`config.mk`:
```
export PLATFORM = sky130hd
export DESIGN_NAME = gdps_cfg
export DESIGN_NICKNAME = d
export VERILOG_FILES = /design/src/gdps_oc_guard.v /design/src/gdps_cfg.v
export VERILOG_INCLUDE_DIRS = /design/src
export SDC_FILE = /design/constraint.sdc
export NUM_CORES = 1
export LEC_CHECK = 0
export BUFFER_PORTS_ARGS = -buffer_cell sky130_fd_sc_hd__buf_2
export CAP_MARGIN = 15
export CORE_UTILIZATION = 55
export CTS_BUF_LIST = sky130_fd_sc_hd__clkbuf_4 sky130_fd_sc_hd__clkbuf_8 sky130_fd_sc_hd__clkbuf_16
export DETAILED_ROUTE_END_ITERATION = 12
export HOLD_SLACK_MARGIN = 0.1
export PLACE_DENSITY = 0.73
export SETUP_SLACK_MARGIN = 0.05
export SLEW_MARGIN = 20
export SYNTH_ARGS = -nofsm -noshare
export SYNTH_HDL_FRONTEND = slang
export SYNTH_SLANG_ARGS = --single-unit
```
`constraint.sdc`:
```
create_clock -name clock -period 4 [get_ports clock]
set_input_delay 0.4 -clock clock [delete_from_list [all_inputs] [get_ports clock]]
set_output_delay 0.4 -clock clock [all_outputs]
set_load 0.01 [all_outputs]
```
`src/gdps_consts.vh`:
```
// gdps_consts.vh: offsets, field layout, reset values and times of the
// protection and sense configuration bank.
// assumes: included by its bare name from each design file.
`ifndef GDPS_CONSTS_VH
`define GDPS_CONSTS_VH

// ----------------------------------------------------------------
// clock and timing
// ----------------------------------------------------------------
`define GDPS_CLK_MHZ        100
`define GDPS_RETRY_LONG_US  8000
`define GDPS_RETRY_SHORT_US 50
`define GDPS_FILT_US_0      1
`define GDPS_FILT_US_1      2
`define GDPS_FILT_US_2      4
`define GDPS_FILT_US_3      8
`define GDPS_GAP_NS_0       50
`define GDPS_GAP_NS_1       100
`define GDPS_GAP_NS_2       200
`define GDPS_GAP_NS_3       400

// ----------------------------------------------------------------
// serial frame: rw, 4 address bits, 11 data bits
// ----------------------------------------------------------------
`define GDPS_FRAME_BITS 5'h10
`define GDPS_HDR_BITS   5'h05
`define GDPS_RW_BIT     15
`define GDPS_ADDR_HI    14
`define GDPS_ADDR_LO    11
`define GDPS_DW         11

// ----------------------------------------------------------------
// register offsets and reset values
// ----------------------------------------------------------------
`define GDPS_ADDR_OCP 4'h5
`define GDPS_ADDR_AMP 4'h6
`define GDPS_ADDR_DRV 4'h7
`define GDPS_RST_OCP  11'h169
`define GDPS_RST_AMP  11'h283
`define GDPS_RST_DRV  11'h000

// ----------------------------------------------------------------
// field positions
// ----------------------------------------------------------------
`define GDPS_F_RETRY      10
`define GDPS_F_GAP        9:8
`define GDPS_F_MODE       7:6
`define GDPS_F_FILT       5:4
`define GDPS_F_DS_LVL     3:0
`define GDPS_F_SRC        10
`define GDPS_F_HALF       9
`define GDPS_F_LSREF      8
`define GDPS_F_GAIN       7:6
`define GDPS_F_SDIS       5
`define GDPS_F_CAL_A      4
`define GDPS_F_CAL_B      3
`define GDPS_F_CAL_C      2
`define GDPS_F_SLVL       1:0
`define GDPS_F_AUTOCAL    0

// ----------------------------------------------------------------
// overcurrent response codes
// ----------------------------------------------------------------
`define GDPS_MODE_LATCH  2'h0
`define GDPS_MODE_RETRY  2'h1
`define GDPS_MODE_REPORT 2'h2
`define GDPS_MODE_OFF    2'h3

`endif

```
`src/gdps_oc_guard.v`:
```
// gdps_oc_guard.v: filter and fault response for one overcurrent source.
// assumes: oc_in is already synchronised to clock; pulses are one cycle.
`timescale 1ns/100ps
`include "gdps_consts.vh"

module gdps_oc_guard #(
  parameter CW = 20
) (
  input  wire          clock,
  input  wire          rst_n,
  input  wire          oc_in,
  input  wire          enable,
  input  wire [1:0]    mode,
  input  wire [9:0]    filt_cycles,
  input  wire [CW-1:0] retry_cycles,
  input  wire          cycle_clear,
  input  wire          pwm_edge,
  input  wire          fault_clear,
  output reg           report_r,
  output reg           shutdown_r
);

  localparam ST_IDLE  = 2'h0;
  localparam ST_LATCH = 2'h1;
  localparam ST_RETRY = 2'h2;

  reg [1:0]    st_r;
  reg [9:0]    filt_r;
  reg [CW-1:0] tmr_r;
  wire         active;
  wire         hit;

  // ----------------------------------------------------------------
  // persistence filter
  // ----------------------------------------------------------------
  assign active = oc_in & enable;
  // hit stays high while the condition persists past the filter
  assign hit = active & (filt_r >= filt_cycles - 10'h001);

  always @(posedge clock)
  begin
    if (!rst_n)
      filt_r <= 10'h000;
    else if (!active)
      filt_r <= 10'h000;
    else if (!hit)
      filt_r <= filt_r + 10'h001;
  end

  // ----------------------------------------------------------------
  // response
  // ----------------------------------------------------------------
  always @(posedge clock)
  begin
    if (!rst_n)
    begin
      st_r       <= ST_IDLE;
      tmr_r      <= {CW{1'b0}};
      report_r   <= 1'b0;
      shutdown_r <= 1'b0;
    end
    else
    begin
      case (st_r)
        ST_IDLE:
        begin
          report_r   <= hit & (mode != `GDPS_MODE_OFF);
          shutdown_r <= 1'b0;
          if (hit && mode == `GDPS_MODE_LATCH)
          begin
            st_r       <= ST_LATCH;
            report_r   <= 1'b1;
            shutdown_r <= 1'b1;
          end
          else if (hit && mode == `GDPS_MODE_RETRY)
          begin
            st_r       <= ST_RETRY;
            tmr_r      <= retry_cycles;
            report_r   <= 1'b1;
            shutdown_r <= 1'b1;
          end
        end
        ST_LATCH:
        begin
          // a new hit in the clear cycle keeps the fault
          if (fault_clear && !hit)
          begin
            st_r       <= ST_IDLE;
            report_r   <= 1'b0;
            shutdown_r <= 1'b0;
          end
        end
        ST_RETRY:
        begin
          // early clear on a new pwm edge only in retry mode
          if (tmr_r == {CW{1'b0}} ||
              (cycle_clear && pwm_edge))
          begin
            st_r       <= ST_IDLE;
            report_r   <= 1'b0;
            shutdown_r <= 1'b0;
          end
          else
            tmr_r <= tmr_r - {{(CW-1){1'b0}}, 1'b1};
        end
        default:
        begin
          st_r       <= ST_IDLE;
          report_r   <= 1'b0;
          shutdown_r <= 1'b0;
        end
      endcase
    end
  end

endmodule

```
`src/gdps_cfg.v`:
```
// gdps_cfg.v: serial-accessed protection and current-sense configuration
// bank of a three-phase gate driver, with the overcurrent responses.
// assumes: serial pins and comparator inputs are asynchronous; pwm_edge,
// fault_clear and cycle_clear come from logic on clock.
//
// Behaviour
// - retry bit clear long wait, set short
// - gap code picks 50/100/200/400 ns dead time
// - response code 00 gives latched fault
// - response code 01 gives self-clearing retry fault
// - response code 10 reports only, no action
// - response code 11 neither reports nor acts
// - filter code needs 1/2/4/8 us persistence
// - source bit routes switch node, forces trip ref
// - halving bit selects half reference when set
// - trip ref bit picks positive or negative shunt
// - gain code gives 5/10/20/40 V/V
// - shunt trip disable suppresses shunt fault
// - calibration bits short own amplifier inputs
// - shunt level code gives 0.25 to 1 V
// - bit 0 selects automatic amplifier calibration
// - cycle clear acts only in retry mode
`timescale 1ns/100ps
`include "gdps_consts.vh"

module gdps_cfg #(
  parameter RETRY_LONG_CYC  = `GDPS_RETRY_LONG_US * `GDPS_CLK_MHZ,
  parameter RETRY_SHORT_CYC = `GDPS_RETRY_SHORT_US * `GDPS_CLK_MHZ
) (
  input  wire       clock,
  input  wire       rst_n,
  input  wire       spi_cs_n,
  input  wire       spi_sclk,
  input  wire       spi_mosi,
  output reg        spi_miso_r,
  output reg        spi_miso_oe_r,
  input  wire       drain_source_overcurrent,
  input  wire       shunt_overcurrent,
  input  wire       pwm_edge,
  input  wire       fault_clear,
  input  wire       cycle_clear_sel,
  output reg  [5:0] dead_time_cycles_r,
  output reg  [3:0] drain_source_trip_sel_r,
  output reg        amp_input_source_sel_r,
  output reg        amp_ref_half_r,
  output reg        low_side_trip_ref_sel_r,
  output reg  [1:0] amp_gain_sel_r,
  output reg  [1:0] shunt_trip_level_sel_r,
  output reg        amp_a_offset_short_r,
  output reg        amp_b_offset_short_r,
  output reg        amp_c_offset_short_r,
  output reg        auto_cal_r,
  output wire       ds_fault_r,
  output wire       ds_shutdown_r,
  output wire       shunt_fault_r,
  output wire       shunt_shutdown_r
);

  localparam CW  = 20;
  localparam DW  = `GDPS_DW;
  localparam [DW-1:0] RST_OCP = `GDPS_RST_OCP;
  localparam [DW-1:0] RST_AMP = `GDPS_RST_AMP;
  localparam SEL_NONE = 2'h0;
  localparam SEL_OCP  = 2'h1;
  localparam SEL_AMP  = 2'h2;
  localparam SEL_DRV  = 2'h3;

  // ----------------------------------------------------------------
  // decoding helpers
  // ----------------------------------------------------------------
  function [1:0] reg_sel;
    input [3:0] addr;
    begin
      case (addr)
        `GDPS_ADDR_OCP: reg_sel = SEL_OCP;
        `GDPS_ADDR_AMP: reg_sel = SEL_AMP;
        `GDPS_ADDR_DRV: reg_sel = SEL_DRV;
        default:        reg_sel = SEL_NONE;
      endcase
    end
  endfunction

  function [9:0] filt_cyc;
    input [1:0] code;
    integer cyc;
    begin
      case (code)
        2'h0:    cyc = `GDPS_FILT_US_0 * `GDPS_CLK_MHZ;
        2'h1:    cyc = `GDPS_FILT_US_1 * `GDPS_CLK_MHZ;
        2'h2:    cyc = `GDPS_FILT_US_2 * `GDPS_CLK_MHZ;
        default: cyc = `GDPS_FILT_US_3 * `GDPS_CLK_MHZ;
      endcase
      filt_cyc = cyc[9:0];
    end
  endfunction

  function [5:0] gap_cyc;
    input [1:0] code;
    integer cyc;
    begin
      case (code)
        2'h0:    cyc = `GDPS_GAP_NS_0 * `GDPS_CLK_MHZ / 1000;
        2'h1:    cyc = `GDPS_GAP_NS_1 * `GDPS_CLK_MHZ / 1000;
        2'h2:    cyc = `GDPS_GAP_NS_2 * `GDPS_CLK_MHZ / 1000;
        default: cyc = `GDPS_GAP_NS_3 * `GDPS_CLK_MHZ / 1000;
      endcase
      gap_cyc = cyc[5:0];
    end
  endfunction

  // ----------------------------------------------------------------
  // pin synchronisers
  // ----------------------------------------------------------------
  reg  [4:0] sync1_r;
  reg  [4:0] sync2_r;
  reg        sclk_d_r;
  wire       cs_act;
  wire       sclk_s;
  wire       mosi_s;
  wire       ds_oc_s;
  wire       sh_oc_s;
  wire       sclk_rise;
  wire       sclk_fall;

  always @(posedge clock)
  begin
    if (!rst_n)
    begin
      sync1_r  <= 5'h01;
      sync2_r  <= 5'h01;
      sclk_d_r <= 1'b0;
    end
    else
    begin
      sync1_r  <= {shunt_overcurrent, drain_source_overcurrent,
                   spi_mosi, spi_sclk, spi_cs_n};
      sync2_r  <= sync1_r;
      sclk_d_r <= sync2_r[1];
    end
  end

  assign cs_act    = ~sync2_r[0];
  assign sclk_s    = sync2_r[1];
  assign mosi_s    = sync2_r[2];
  assign ds_oc_s   = sync2_r[3];
  assign sh_oc_s   = sync2_r[4];
  assign sclk_rise = cs_act & sclk_s & ~sclk_d_r;
  assign sclk_fall = cs_act & ~sclk_s & sclk_d_r;

  // ----------------------------------------------------------------
  // registers
  // ----------------------------------------------------------------
  reg  [DW-1:0] ocp_r;
  reg  [DW-1:0] amp_r;
  reg           auto_cal_bit_r;
  reg  [15:0]   rx_r;
  reg  [15:0]   tx_r;
  reg  [4:0]    cnt_r;
  reg           cs_d_r;
  wire          frame_end;
  wire          wr_ok;
  wire [1:0]    wr_sel;
  wire [1:0]    rd_sel;
  wire [14:0]   rx_nxt;
  reg  [DW-1:0] rd_data;

  assign frame_end = cs_d_r & ~cs_act;
  assign wr_ok     = frame_end & (cnt_r == `GDPS_FRAME_BITS)
                     & ~rx_r[`GDPS_RW_BIT];
  assign wr_sel    = reg_sel(rx_r[`GDPS_ADDR_HI:`GDPS_ADDR_LO]);
  assign rx_nxt    = {rx_r[13:0], mosi_s};
  assign rd_sel    = reg_sel(rx_nxt[3:0]);

  // reserved driver bits are not stored and read as zero
  always @*
  begin
    case (rd_sel)
      SEL_OCP: rd_data = ocp_r;
      SEL_AMP: rd_data = amp_r;
      SEL_DRV: rd_data = {{(DW-1){1'b0}}, auto_cal_bit_r};
      default: rd_data = {DW{1'b0}};
    endcase
  end

  always @(posedge clock)
  begin
    if (!rst_n)
    begin
      ocp_r          <= `GDPS_RST_OCP;
      amp_r          <= `GDPS_RST_AMP;
      auto_cal_bit_r <= 1'b0;
    end
    else if (wr_ok)
    begin
      case (wr_sel)
        SEL_OCP: ocp_r <= rx_r[DW-1:0];
        SEL_AMP:
        begin
          amp_r <= rx_r[DW-1:0];
          if (rx_r[`GDPS_F_SRC])
            amp_r[`GDPS_F_LSREF] <= 1'b1;
        end
        SEL_DRV: auto_cal_bit_r <= rx_r[`GDPS_F_AUTOCAL];
        default: auto_cal_bit_r <= auto_cal_bit_r;
      endcase
    end
  end

  // ----------------------------------------------------------------
  // serial frame engine
  // ----------------------------------------------------------------
  // the reply to a read leaves in the same frame, so the master must
  // give the five header bits time to arrive before data bits go out
  always @(posedge clock)
  begin
    if (!rst_n)
    begin
      rx_r          <= 16'h0000;
      tx_r          <= 16'h0000;
      cnt_r         <= 5'h00;
      cs_d_r        <= 1'b0;
      spi_miso_r    <= 1'b0;
      spi_miso_oe_r <= 1'b0;
    end
    else
    begin
      cs_d_r        <= cs_act;
      spi_miso_oe_r <= cs_act;
      if (cs_act && !cs_d_r)
      begin
        cnt_r      <= 5'h00;
        tx_r       <= 16'h0000;
        spi_miso_r <= 1'b0;
      end
      else
      begin
        if (sclk_rise)
        begin
          spi_miso_r <= tx_r[15];
          tx_r       <= {tx_r[14:0], 1'b0};
        end
        if (sclk_fall)
        begin
          rx_r <= {rx_r[14:0], mosi_s};
          if (cnt_r != 5'h1f)
            cnt_r <= cnt_r + 5'h01;
          if (cnt_r == `GDPS_HDR_BITS - 5'h01)
            tx_r <= {rd_data, 5'h00};
        end
      end
    end
  end

  // ----------------------------------------------------------------
  // configuration outputs
  // ----------------------------------------------------------------
  always @(posedge clock)
  begin
    if (!rst_n)
    begin
      dead_time_cycles_r      <= gap_cyc(RST_OCP[`GDPS_F_GAP]);
      drain_source_trip_sel_r <= RST_OCP[`GDPS_F_DS_LVL];
      amp_input_source_sel_r  <= RST_AMP[`GDPS_F_SRC];
      amp_ref_half_r          <= RST_AMP[`GDPS_F_HALF];
      low_side_trip_ref_sel_r <= RST_AMP[`GDPS_F_LSREF];
      amp_gain_sel_r          <= RST_AMP[`GDPS_F_GAIN];
      shunt_trip_level_sel_r  <= RST_AMP[`GDPS_F_SLVL];
      amp_a_offset_short_r    <= RST_AMP[`GDPS_F_CAL_A];
      amp_b_offset_short_r    <= RST_AMP[`GDPS_F_CAL_B];
      amp_c_offset_short_r    <= RST_AMP[`GDPS_F_CAL_C];
      auto_cal_r              <= 1'b0;
    end
    else
    begin
      dead_time_cycles_r      <= gap_cyc(ocp_r[`GDPS_F_GAP]);
      drain_source_trip_sel_r <= ocp_r[`GDPS_F_DS_LVL];
      amp_input_source_sel_r  <= amp_r[`GDPS_F_SRC];
      amp_ref_half_r          <= amp_r[`GDPS_F_HALF];
      low_side_trip_ref_sel_r <= amp_r[`GDPS_F_LSREF];
      amp_gain_sel_r          <= amp_r[`GDPS_F_GAIN];
      shunt_trip_level_sel_r  <= amp_r[`GDPS_F_SLVL];
      amp_a_offset_short_r    <= amp_r[`GDPS_F_CAL_A];
      amp_b_offset_short_r    <= amp_r[`GDPS_F_CAL_B];
      amp_c_offset_short_r    <= amp_r[`GDPS_F_CAL_C];
      auto_cal_r              <= auto_cal_bit_r;
    end
  end

  // ----------------------------------------------------------------
  // overcurrent responses
  // ----------------------------------------------------------------
  wire [CW-1:0] retry_cyc;
  wire [9:0]    filt;
  wire [1:0]    mode;
  wire          cbc_ok;

  assign retry_cyc = ocp_r[`GDPS_F_RETRY] ? RETRY_SHORT_CYC[CW-1:0]
                                          : RETRY_LONG_CYC[CW-1:0];
  assign filt   = filt_cyc(ocp_r[`GDPS_F_FILT]);
  assign mode   = ocp_r[`GDPS_F_MODE];
  assign cbc_ok = cycle_clear_sel & (mode == `GDPS_MODE_RETRY);

  gdps_oc_guard #(
    .CW (CW)
  ) u_ds_guard (
    .clock        (clock),
    .rst_n        (rst_n),
    .oc_in        (ds_oc_s),
    .enable       (1'b1),
    .mode         (mode),
    .filt_cycles  (filt),
    .retry_cycles (retry_cyc),
    .cycle_clear  (cbc_ok),
    .pwm_edge     (pwm_edge),
    .fault_clear  (fault_clear),
    .report_r     (ds_fault_r),
    .shutdown_r   (ds_shutdown_r)
  );

  gdps_oc_guard #(
    .CW (CW)
  ) u_sh_guard (
    .clock        (clock),
    .rst_n        (rst_n),
    .oc_in        (sh_oc_s),
    .enable       (~amp_r[`GDPS_F_SDIS]),
    .mode         (mode),
    .filt_cycles  (filt),
    .retry_cycles (retry_cyc),
    .cycle_clear  (cbc_ok),
    .pwm_edge     (pwm_edge),
    .fault_clear  (fault_clear),
    .report_r     (shunt_fault_r),
    .shutdown_r   (shunt_shutdown_r)
  );

endmodule

```
# --- Word level (Yosys, flattened, before mapping) ---
# Cells that the tools add are included.
classes:
  n_addsub: 6
  n_mul: 0
  n_div: 0
  order_cmp: 2
  eq_ne: 37
  shifts: 0
  mux: 44
  n_bitwise: 20
  reduce_logical: 36
ops:
  columns: ["op", "n"]
  rows:
  - ["2-to-1 mux 20 bit", 7]
  - ["one-hot mux 20 bit (2 select lines)", 2]
  - ["2-to-1 mux 16 bit", 3]
  - ["logical NOT 20 bit", 2]
  - ["subtractor 20 x 1 -> 20 bit, second input constant", 2]
  - ["one-hot mux 11 bit (3 select lines)", 1]
  - ["one-hot mux 10 bit (3 select lines)", 1]
  - ["== test 4 x 3 -> 1 bit, second input constant", 6]
  - ["one-hot mux 2 bit (3 select lines)", 4]
  - ["adder 10 x 1 -> 10 bit, second input constant", 2]
  - [">= comparator 10 bit", 2]
  - ["one-hot mux 6 bit (3 select lines)", 1]
  - ["AND reduction 2 bit", 9]
  - ["== test 2 bit, second input constant", 8]
  - ["2-to-1 mux 2 bit", 8]
  - ["== test 2 x 1 -> 1 bit, second input constant", 7]
  - ["AND 1 bit", 13]
  - ["2-to-1 mux 1 bit", 13]
  - ["!= test 2 x 1 -> 1 bit, second input constant", 6]
  - ["one-hot mux 1 bit (3 select lines)", 4]
  - ["logical NOT 2 bit", 5]
  - ["!= test 2 bit, second input constant", 5]
  - ["subtractor 10 x 1 -> 10 bit, second input constant", 1]
  - ["logical AND 1 bit", 8]
  - ["12 further kinds", 25]
totals:
  ff_bits: 162
  latchBits: 0
  mem_bits_rw: 0
  romBits: 0
  input_bits: 10
  out_inout_bits: 27
  wordCells: 177
  memories: 0

# --- Longest topological paths before layout ---
# Gate-level depths: netlist (run 1).
depth:
  ltp_word: 9
  depth_mapped: 12

# --- Cells and area by module ---
# A second synthesis (run 1) with hierarchy kept.
hier_totals:
  hier_cells: 977
  area_unflattened_um2: 8339.2
modules_own_cells:
  columns: ["mod", "instances", "cells_per_inst", "area_per_inst_um2"]
  rows:
  - ["gdps_cfg", 1, 360, 3587.2]
  - ["gdps_oc_guard (u_ds_guard)", 1, 314, 2378.5]
  - ["gdps_oc_guard (u_sh_guard)", 1, 303, 2373.5]

# --- Least setup slack after synthesis (run 1) ---
# OpenSTA, ideal clock, no wires.
synth_path:
  kind: "register to register"
  start: "register ocp_r[4]"
  end: "register u_ds_guard.tmr_r[13]"
  t_arrival_ns: 2.771
  t_required_ns: 3.884
  path_slack_ns: 1.113
  stages_incl_launch_ff: 13
  path_buffers: 1
  synth_period_minus_slack_ns: 2.887
  cell_sequence: "dfxtp_1 -> inv_1 -> ha_1 -> inv_1 -> ha_1 -> ha_1 -> o211ai_1 -> o21a_1 -> o21ai_1 -> or4_4 -> and2_4 -> buf_2 -> a31o_2"
synth_via:
  elab_chain_len: 8
  word_cells_on_any_way: 12
synth_rtl:
  columns: ["item", "line_no", "rtl"]
  rows:
  - ["start: declaration", "gdps_cfg.v:153", "reg [DW-1:0] ocp_r;"]
  - ["start signal: assignment", "gdps_cfg.v:189", "ocp_r <= `GDPS_RST_OCP;"]
  - ["start signal: assignment", "gdps_cfg.v:196", "SEL_OCP: ocp_r <= rx_r[DW-1:0];"]
  - ["== test 2 bit (tied with other cells)", "gdps_cfg.v:87", "case (code)"]
  - ["one-hot mux 10 bit (3 select lines) (*)", "gdps_cfg.v:87", null]
  - ["subtractor 10 x 1 -> 10 bit (*)", "gdps_oc_guard.v:38", "assign hit = active & (filt_r >= filt_cycles - 10'h001);"]
  - [">= comparator 10 bit (*)", "gdps_oc_guard.v:38", null]
  - ["AND 1 bit (*)", "gdps_oc_guard.v:38", null]
  - ["logical AND 1 bit (no source line)", null, null]
  - ["!= test 2 bit (no source line) / != test 2 x 1 -> 1 bit (equally long branches)", null, null]
  - ["AND reduction 4 bit (no source line) (*)", null, null]
  - ["end signal: assignment", "gdps_oc_guard.v:58", "tmr_r <= {CW{1'b0}};"]
  - ["end signal: assignment", "gdps_oc_guard.v:78", "tmr_r <= retry_cycles;"]
  - ["end signal: assignment", "gdps_oc_guard.v:104", "tmr_r <= tmr_r - {{(CW-1){1'b0}}, 1'b1};"]
  - ["end: declaration", "gdps_oc_guard.v:29", "reg [CW-1:0] tmr_r;"]
# Mark *: on every way between the ends. The rest lies on a longest branch, timed or not.
# A chain may end at the register's enable or synchronous reset.

# --- Worst setup path after layout (run 1) ---
layout_path:
  start: "register ocp_r[4]"
  end: "register u_sh_guard.tmr_r[2]"
layout_via:
  elab_chain_len: 8
  word_cells_on_any_way: 12
layout_rtl:
  columns: ["item", "line_no"]
  rows:
  - ["== test 2 bit (tied with other cells)", "gdps_cfg.v:87"]
  - ["one-hot mux 10 bit (3 select lines) (*)", "gdps_cfg.v:87"]
  - ["subtractor 10 x 1 -> 10 bit (*)", "gdps_oc_guard.v:38"]
  - [">= comparator 10 bit (*)", "gdps_oc_guard.v:38"]
  - ["AND 1 bit (*)", "gdps_oc_guard.v:38"]
  - ["logical AND 1 bit (no source line)", null]
  - ["!= test 2 bit (no source line) / != test 2 x 1 -> 1 bit (equally long branches)", null]
  - ["AND reduction 4 bit (no source line) (*)", null]
  - ["end signal: assignment", "gdps_oc_guard.v:58"]
  - ["end signal: assignment", "gdps_oc_guard.v:78"]
  - ["end signal: assignment", "gdps_oc_guard.v:104"]
  - ["end: declaration", "gdps_oc_guard.v:29"]
# Marks and branches as above.

==> metrics, run 1 <==
Required @ worst endpoint between 4 and 5 ns; Synth-to-Final Area Change 11.2%; DR vias/cell 6.08; crit path launch type flip-flop; most frequent cells in the layout dfxtp_1, nand2_1, nor2_1; post-CTS setup buffer count 0; Syn Nets 921; Fill cells around 1200; Internal around 2.5 mW; EDFF count, synth 0; Die H ~120 um; FMAX 311 MHz; post-synth cell types 70; slew margin rel. 40.0%; Sw Ratio 22.3%; CP cell instances inv_1 > ha_1 > inv_1 > ha_1 > ha_1 > a21o_1 > a21oi_2 > a21oi_1 > o41ai_2 > nor2_1 > a211oi_1; Period minus WS final 3.21 ns; pin count of the biggest net entering global routing 66; power per cell area 384 nW/um^2; worst hold endpoint sync1_r[0]$_SDFF_PN1_; routed vias 6618; clk_skew 0.00886 ns; Routed Antenna Nets 0; 1st-iter DRT viols 514; CP Capture Type flip-flop; root buffer cell clkbuf_16; WHS between 0.15 and 0.2 ns; initial antenna violation count 0; Comb pwr share 1.7%; H-tree depth 4; status finished clean; fraction of registers with async set/reset 0%; Ant. Diodes 0; peak supply drop between 400 and 500 uV; initial core utilization 56.4%; die width 119 um; CTS tree yes; port buffer count 36; FF+latch count, synth about 160; Clock transition at path regs 0.07 ns; Skew-Pair Late Insertion Delay 0.42 ns; Max Cap Viol 0; Sink Count 162; WHS Path Cells 2; fin cells approximately 1100; RR Endpoint u_sh_guard.tmr_r[2]$_SDFFE_PN0P_; fraction of layout cells with a size suffix above 1 about an eighth; gr usage total ~25%; Top FF cell, synth dfxtp_1; Resized cells post-CTS 0; site row count 42; Overall Power 3.21 mW; CP Class flip-flop to flip-flop; Post-Synthesis Cells around 880; Max Slew Vio Count 0; DR DRC count 0; post-synth top area cell dfxtp_1; most frequent CP cell ha_1; Synth Cell Area approximately 7500 sq um; RSZ-0062 raised after global routing false; Nets approximately 940; routed len/inst roughly 16 um; die area 14100 sq um; RD Place Congestion 0.894; Synth Area per Inst 8.50 sq um; number of global-route vias before repair 6150; r2r startpoint ocp_r[4]$_SDFFE_PN0P_; slowest CP cell o41ai_2; wire length of the first global-routing pass 29300 um; worst reg2reg path depth 11; CP arrival 3.54 ns; Fin Setup TNS 0 ns; CTS Buffer Depth 2; CTS Buf Count 17; WP depth 11; Top Ports 37; Net Switching between 0.7 and 0.8 mW; leakage power 3.28 nW; Hold Fails Final Rpt 0; Tightest Hold Check Type input port to flip-flop; slowest stage delay, CP 0.65 ns; CP top delay family compound AO/OA/AOI/OAI gates; DP HPWL 11900 um; clock group share of total power 47.7%; Synth area leaders dfxtp_1, nand2_1, ha_1; Worst-Margin Slew 0.899 ns; final setup vio count 0; worst hold start spi_cs_n; most common cell after layout, fill and taps aside dfxtp_1; dpl cells 1057; routed wire length 17500 um; crit-path max FO 9; Yosys top cell area share 43.2%; Hold Buf Count CTS 0; period utilisation layout 80.3%; Syn. warnings 0; register area share after synthesis 43.2%; drt first pass iters 5; total grt overflow 0; sequential share of power 50.6%; reg2reg setup slack 0.79 ns; Crit path buffers/inverters 2; core area around 13000 sq um
==> cell type report <==
type | instances | area (sq um) | share of cell area (%)
inverter | 25 | 93.8 | 1.13
timing repair buffer | 43 | 233 | 2.79
tap | 176 | 220 | 2.64
sequential | 162 | 3240 | 38.9
clock inverter | 11 | 91.3 | 1.10
multi-input combinational | 651 | 3990 | 47.8
clock buffer | 21 | 468 | 5.61
==> logic make-up (layout without fill, tap and decap cells) <==
family | count (synthesis) | in the layout | share of synthesized area, %
compound gates | 228 | 228 | 20.5
xor+xnor | 7 | 7 | 0.818
fa+ha+maj | 29 | 29 | 4.84
buf+inv | 69 | 100 | 3.59
flops | 162 | 162 | 43.2
mux | 26 | 26 | 3.50
simple gates | 361 | 361 | 23.5
==> through the flow <==
stage               instance area [sq um]  util (%)  setup WS [ns]
CTS                                  8340      62.7          0.821
global placement                     7780      58.5          0.996
detailed placement                   7780      58.5          0.829
floorplan                            7500         -           1.11
finish                               8340      62.7          0.786
global route                         8340      62.7          0.544
==> registers in the layout, summed over array words and instances, names as in the netlist, 2 cells and up <==
| name | flops |
|---|---|
| dead_time_cycles_r | 6 |
| u_sh_guard.tmr_r | 20 |
| drain_source_trip_sel_r | 4 |
| amp_r | 11 |
| tx_r | 16 |
| u_ds_guard.st_r | 2 |
| u_ds_guard.filt_r | 10 |
| cnt_r | 5 |
| u_ds_guard.tmr_r | 20 |
| shunt_trip_level_sel_r | 2 |
| rx_r | 16 |
| ocp_r | 11 |
| amp_gain_sel_r | 2 |
| sync2_r | 5 |
| sync1_r | 5 |
| u_sh_guard.st_r | 2 |
| u_sh_guard.filt_r | 10 |
==> per-layer routing <==
layer	vias up	global-route usage, %	share of wire (%)
met2	183	42.4	48
met3	20	5.21	4.4
met1	3190	33.1	46
met4	0	7.83	1.0
met5	-	0	0
li1	3225	-	-
==> worst max path at each step <==
| stage | from | endpoint | slack [ns] |
|---|---|---|---|
| 2_1_floorplan | ocp_r[4]$_SDFFE_PN0P_ | u_ds_guard.tmr_r[13]$_SDFFE_PN0P_ | 1.11 |
| 3_3_place_gp | ocp_r[4]$_SDFFE_PN0P_ | u_ds_guard.tmr_r[7]$_SDFFE_PN0P_ | 1.0 |
| 3_5_place_dp | ocp_r[4]$_SDFFE_PN0P_ | u_sh_guard.tmr_r[2]$_SDFFE_PN0P_ | 0.83 |
| 4_1_cts | ocp_r[4]$_SDFFE_PN0P_ | u_sh_guard.tmr_r[2]$_SDFFE_PN0P_ | 0.82 |
| 5_1_grt | ocp_r[4]$_SDFFE_PN0P_ | u_ds_guard.filt_r[9]$_SDFFE_PN0N_ | 0.54 |
| 6_report | ocp_r[4]$_SDFFE_PN0P_ | u_sh_guard.tmr_r[2]$_SDFFE_PN0P_ | 0.79 |
==> cell usage after synthesis (all sizes together) (5+ instances only) <==
cell / number
a21o: 5
a21oi: 54
a221oi: 10
a311oi: 11
a31o: 7
a31oi: 21
and2: 24
and3: 6
buf: 8
clkbuf: 36
dfxtp: 162
ha: 29
inv: 25
mux2i: 24
nand2: 143
nand2b: 10
nand3: 19
nand4: 9
nor2: 73
nor2b: 5
nor3: 15
nor3b: 5
nor4: 11
o211ai: 11
o21a: 6
o21ai: 44
o22ai: 7
o2bb2ai: 5
o31ai: 18
o41ai: 8
or2: 8
or3: 14
or4: 5
==> power by group through the flow <==
stage               sequential, mW  combinational [mW]  clock, mW
global route                  1.62              0.0597       1.63
finish                        1.62              0.0551       1.53
CTS                           1.62              0.0549       1.56
detailed placement            1.66              0.0548          0
global placement              1.66              0.0532          0
floorplan                     1.66              0.0365          0
Power figures use the tool's default switching activity.
==> run 2, diff against run 1 <==
- PLACE_DENSITY: 0.73 -> 0.76
- clock period: 4 -> 2.7 ns (I/O delays scaled with it)
==> metrics, run 2 (synthesis results as in run 1) <==
status finished with violations; failing checks setup timing; Overall Power just under 5 mW; Max Cap Viol 0; post-route cell area between 9000 and 10000 sq um; Hold Fails Final Rpt 0; Top Ports 37; peak supply drop around 500 uV; Max Slew Vio Count 0; period utilisation layout 102%; Comb pwr share 2.0%; core area around 13000 sq um; site row count 42; number of global-route vias before repair roughly 6300; worst hold start fault_clear; Skew-Pair Late Insertion Delay 0.43 ns; slew margin rel. a little under three fifths; CP arrival between 3 and 4 ns; Die H between 100 and 150 um; die width 119 um; most frequent cells in the layout dfxtp_1, nand2_1, nor2_1; routed wire length 18000 um; DR DRC count 0; CTS Buf Count 17; clk_skew roughly 0.0089 ns; gr usage total 25.8%; Nets 980; port buffer count 36; RSZ-0062 raised after global routing true; Util after Layout 67.7%; initial core utilization 56.4%; RD Place Congestion 0.858; final setup vio count 13; Fill cells 1055; Synth-to-Final Area Change 20.1%; worst reg2reg path depth 12; Ant. Diodes 0; DP HPWL 11500 um; CP Capture Type flip-flop; power per cell area 544 nW/um^2; wire length of the first global-routing pass 29700 um; Tightest Hold Check Type input port to flip-flop; routed len/inst 15.9 um; RR Endpoint u_ds_guard.tmr_r[18]$_SDFFE_PN0P_; fraction of layout cells with a size suffix above 1 19.3%; leakage power 3.54 nW; CTS Buffer Depth 2; clock group share of total power 49.0%; Regs by FF count u_ds_guard.tmr_r (20), u_sh_guard.tmr_r (20); Sink Count roughly 160; 1st-iter DRT viols 560; cell area after placement around 8000 sq um; Final Worst Setup Slack -0.0658 ns; FMAX 362 MHz; most common cell after layout, fill and taps aside dfxtp_1; Internal 3.74 mW; Period minus WS final 2.77 ns; Required @ worst endpoint between 3 and 4 ns; total grt overflow 0; crit path launch type flip-flop; CP startpoint ocp_r[5]$_SDFFE_PN1P_; drt first pass iters 6; WHS around 0.23 ns; Routed Antenna Nets 0; Clock transition at path regs 0.07 ns; CTS tree yes; Sw Ratio 23.7%; Worst-Margin Slew 0.651 ns; routed vias 6733; CP Class flip-flop to flip-flop; H-tree depth 4; DR vias/cell 5.96; r2r startpoint ocp_r[5]$_SDFFE_PN1P_; pin count of the biggest net entering global routing 65; worst hold endpoint u_ds_guard.st_r[0]$_SDFFE_PN0P_; WHS Path Cells 3; root buffer cell clkbuf_16; die area 14100 sq um; crit-path max FO 7; Net Switching ~1.2 mW; reg2reg setup slack -0.07 ns; initial antenna violation count 0; sequential share of power 49.0%
==> run 2: what timing repair did <==
| action | in CTS | in global routing |
|---|---|---|
| resized for setup | 7 | 43 |
| gates cloned | 1 | 1 |
| pin swaps | 3 | 25 |
| setup endpoints to repair | 36 | 61 |
| hold buffers | 5 | 0 |
| hold endpoints to repair | 5 | 0 |
| setup buffers | 5 | 5 |
==> run 2: critical path: stages, from the launching register on <==
cell,delay (ns)
dfxtp_4,0.37
inv_6,0.08
ha_4,0.17
inv_2,0.05
ha_4,0.28
ha_4,0.19
o211ai_1,0.17
o21a_1,0.20
a21oi_2,0.10
buf_4,0.16
or4_4,0.46
and2_4,0.21
a31o_2,0.23
==> run 2: worst max path at each step <==
stage | to | slack [ns] | cells past startpoint
after floorplan | u_ds_guard.tmr_r[13]$_SDFFE_PN0P_ | 0.07 | 11
after global placement | u_sh_guard.tmr_r[5]$_SDFFE_PN0P_ | -0.03 | 11
after detailed placement | u_sh_guard.tmr_r[15]$_SDFFE_PN0P_ | -0.14 | 11
after CTS | u_ds_guard.tmr_r[18]$_SDFFE_PN0P_ | -0.02 | 12
after global routing | u_ds_guard.tmr_r[9]$_SDFFE_PN0P_ | -0.17 | 12
final | u_ds_guard.tmr_r[18]$_SDFFE_PN0P_ | -0.07 | 12
==> run 2: area by class of cell <==
class	count	area (sq um)	share of cell area, %
flip-flops and latches	162	3250	36.1
clock inverters	15	163	1.81
inverters	25	101	1.13
repair buffers	82	569	6.32
clock buffers	17	425	4.72
multi-input cells	653	4270	47.5
well taps	176	220	2.45
==> run 2: metrics by stage <==
step / setup WS [ns] / setup TNS (ns) / instances
global placement: -0.0292 / -0.150 / 1081
finish: -0.0658 / -0.615 / 1130
global route: -0.169 / -3.18 / 1130
CTS: -0.0220 / -0.138 / 1124
floorplan: 0.0729 / 0 / 882
detailed placement: -0.137 / -0.919 / 1081
==> run 2: power by group through the flow <==
stage | logic, mW | clock network, mW | registers [mW]
after floorplan | 0.0541 | 0 | 2.45
after global placement | 0.0819 | 0 | 2.46
after detailed placement | 0.0825 | 0 | 2.46
after CTS | 0.0901 | 2.44 | 2.40
after global routing | 0.104 | 2.55 | 2.40
final | 0.0958 | 2.40 | 2.40
==> run 2: routing by layer <==
metal	vias up	part of all wire, %	global-route usage [%]
met5	-	0	0
met4	0	1.7	9.10
met3	32	4.2	5.26
met2	175	48	42.5
met1	3219	46	33.4
li1	3307	-	-
==> run 3, diff against run 2 <==
--- a/config.mk
+++ b/config.mk
@@ -15,5 +15,5 @@
 export PLACE_DENSITY = 0.76
 export SETUP_SLACK_MARGIN = 0.05
-export SLEW_MARGIN = 20
+export SLEW_MARGIN = 30
 export SYNTH_ARGS = -nofsm -noshare
 export SYNTH_HDL_FRONTEND = slang
==> constraint.sdc (replaced) <==
create_clock -name clock -period 2.7 [get_ports clock]
set_input_delay 0.135 -clock clock [delete_from_list [all_inputs] [get_ports clock]]
set_output_delay 0.135 -clock clock [all_outputs]
set_load 0.01 [all_outputs]
==> metrics, run 3 (synthesis results as in run 1) <==
Top Ports 37; Nets approximately 1000; slowest stage delay, CP about 0.46 ns; Regs by FF count u_ds_guard.tmr_r (20), u_sh_guard.tmr_r (20); failing checks setup timing; Die H 119 um; drt first pass iters 8; RSZ-0062 raised after global routing true; Hold Fails Final Rpt 0; CTS tree yes; Sw Ratio 24.3%; root buffer cell clkbuf_16; fin cells 1129; total grt overflow 0; crit path launch type flip-flop; gr usage total between 20% and 30%; port buffer count 36; sequential share of power 49.6%; power per cell area 538 nW/um^2; status finished with violations; core area 13300 sq um; clock group share of total power 48.4%; 1st-iter DRT viols 454; slew margin rel. 57.7%; RD Place Congestion 0.850; Sink Count about 160; Ant. Diodes 0; crit-path max FO 12; most frequent CP cell buf_4; CP Capture Type flip-flop; Period minus WS final 2.72 ns; period utilisation layout 101%; initial core utilization 56.4%; Synth-to-Final Area Change 20.0%; CTS Buffer Depth 2; Fin Setup TNS -0.135 ns; CP Class flip-flop to flip-flop; DR DRC count 0; site row count 42; initial antenna violation count 0; CP top delay family compound AO/OA/AOI/OAI gates; Overall Power slightly below 5 mW; most frequent cells in the layout dfxtp_1, nand2_1, nor2_1; routed len/inst 16.0 um; Placement Setup Slack -0.132 ns; die width 119 um; Crit path buffers/inverters 4; pin count of the biggest net entering global routing 75; Clock transition at path regs 0.07 ns; Internal approximately 3.7 mW; CP cell instances inv_4 > ha_4 > buf_4 > ha_1 > a211oi_1 > o21a_1 > a21oi_2 > buf_4 > or4_4 > buf_6 > nand2_1 > o221a_2; routed vias roughly 6700; number of global-route vias before repair 6110; Worst-Margin Slew 0.634 ns; CTS Buf Count 17; DP HPWL approximately 12000 um; die area 14100 sq um; slowest CP cell or4_4; Util after Layout 67.7%; leakage power 3.51 nW; final setup vio count 10; clk_skew 0.00733 ns; peak supply drop 548 uV; routed wire length 18100 um; FMAX 368 MHz; Final Worst Setup Slack -0.0171 ns; Net Switching around 1.2 mW; Required @ worst endpoint 3.08 ns; Max Cap Viol 0; Tightest Hold Check Type input port to flip-flop; Routed Antenna Nets 0; H-tree depth 4; DR vias/cell 5.90; Comb pwr share 2.0%; Skew-Pair Late Insertion Delay about 0.43 ns; CP arrival between 3 and 4 ns; fraction of layout cells with a size suffix above 1 19.4%; most common cell after layout, fill and taps aside dfxtp_1; wire length of the first global-routing pass 29200 um; dpl cells 1081; Max Slew Vio Count 0
==> run 3: timing repair <==
action	CTS	global route
setup buffers	5	3
pin swaps	11	20
endpoints found under the hold margin	8	0
endpoints found under the setup margin	40	63
resized for setup	14	39
gates cloned	2	0
hold buffers	6	0
==> run 3: power by group through the flow <==
stage	clock network, mW	registers [mW]	logic [mW]
floorplan	0	2.45	0.0541
CTS	2.37	2.40	0.0908
detailed placement	0	2.46	0.0823
global placement	0	2.46	0.0818
finish	2.34	2.40	0.0954
global route	2.49	2.40	0.104
==> run 3: final timing paths <==
check	from	cells past startpoint	endpoint	slack, ns
setup / recovery	ocp_r[4]$_SDFFE_PN0P_	12	u_ds_guard.tmr_r[2]$_SDFFE_PN0P_	-0.02
hold / removal	rst_n	3	u_sh_guard.tmr_r[5]$_SDFFE_PN0P_	0.12
setup reg to reg	ocp_r[4]$_SDFFE_PN0P_	12	u_ds_guard.tmr_r[2]$_SDFFE_PN0P_	-0.02
hold reg to reg	sync1_r[0]$_SDFF_PN1_	1	sync2_r[0]$_SDFF_PN1_	0.43
==> run 3: layer usage <==
| metal | wire [um] | up-vias | share of wire (%) | global-route usage, % |
|---|---|---|---|---|
| met1 | 8180 | 3159 | 45 | 33.4 |
| met3 | 859 | 23 | 4.7 | 6.32 |
| met4 | 231 | 0 | 1.3 | 8.15 |
| li1 | - | 3316 | - | - |
| met5 | 0 | - | 0 | 0 |
| met2 | 8830 | 166 | 49 | 42.1 |
==> run 3: worst register-to-register path, delay by kind of cell (launching register included) <==
| family | cells | cell delay [ns] |
|---|---|---|
| AO/OA/AOI/OAI | 4 | 0.75 |
| flip-flops | 1 | 0.40 |
| AND/OR/NAND/NOR | 2 | 0.57 |
| adder cells (fa/ha/maj) | 2 | 0.44 |
| buffers and inverters | 4 | 0.51 |
==> run 3: cell type report <==
class	count	area, sq um
fillers	1052	4300
multi-input cells	653	4290
flip-flops and latches	162	3250
repair buffers	81	561
clock buffers	18	433
well taps	176	220
clock inverters	14	139
inverters	25	101
==> run 3: through the flow <==
stage	hold WS, ns	cell area, sq um
2_1_floorplan	0.236	7570
3_3_place_gp	0.323	8040
3_5_place_dp	0.322	8040
4_1_cts	0.107	8800
5_1_grt	0.127	9000
6_report	0.121	9000
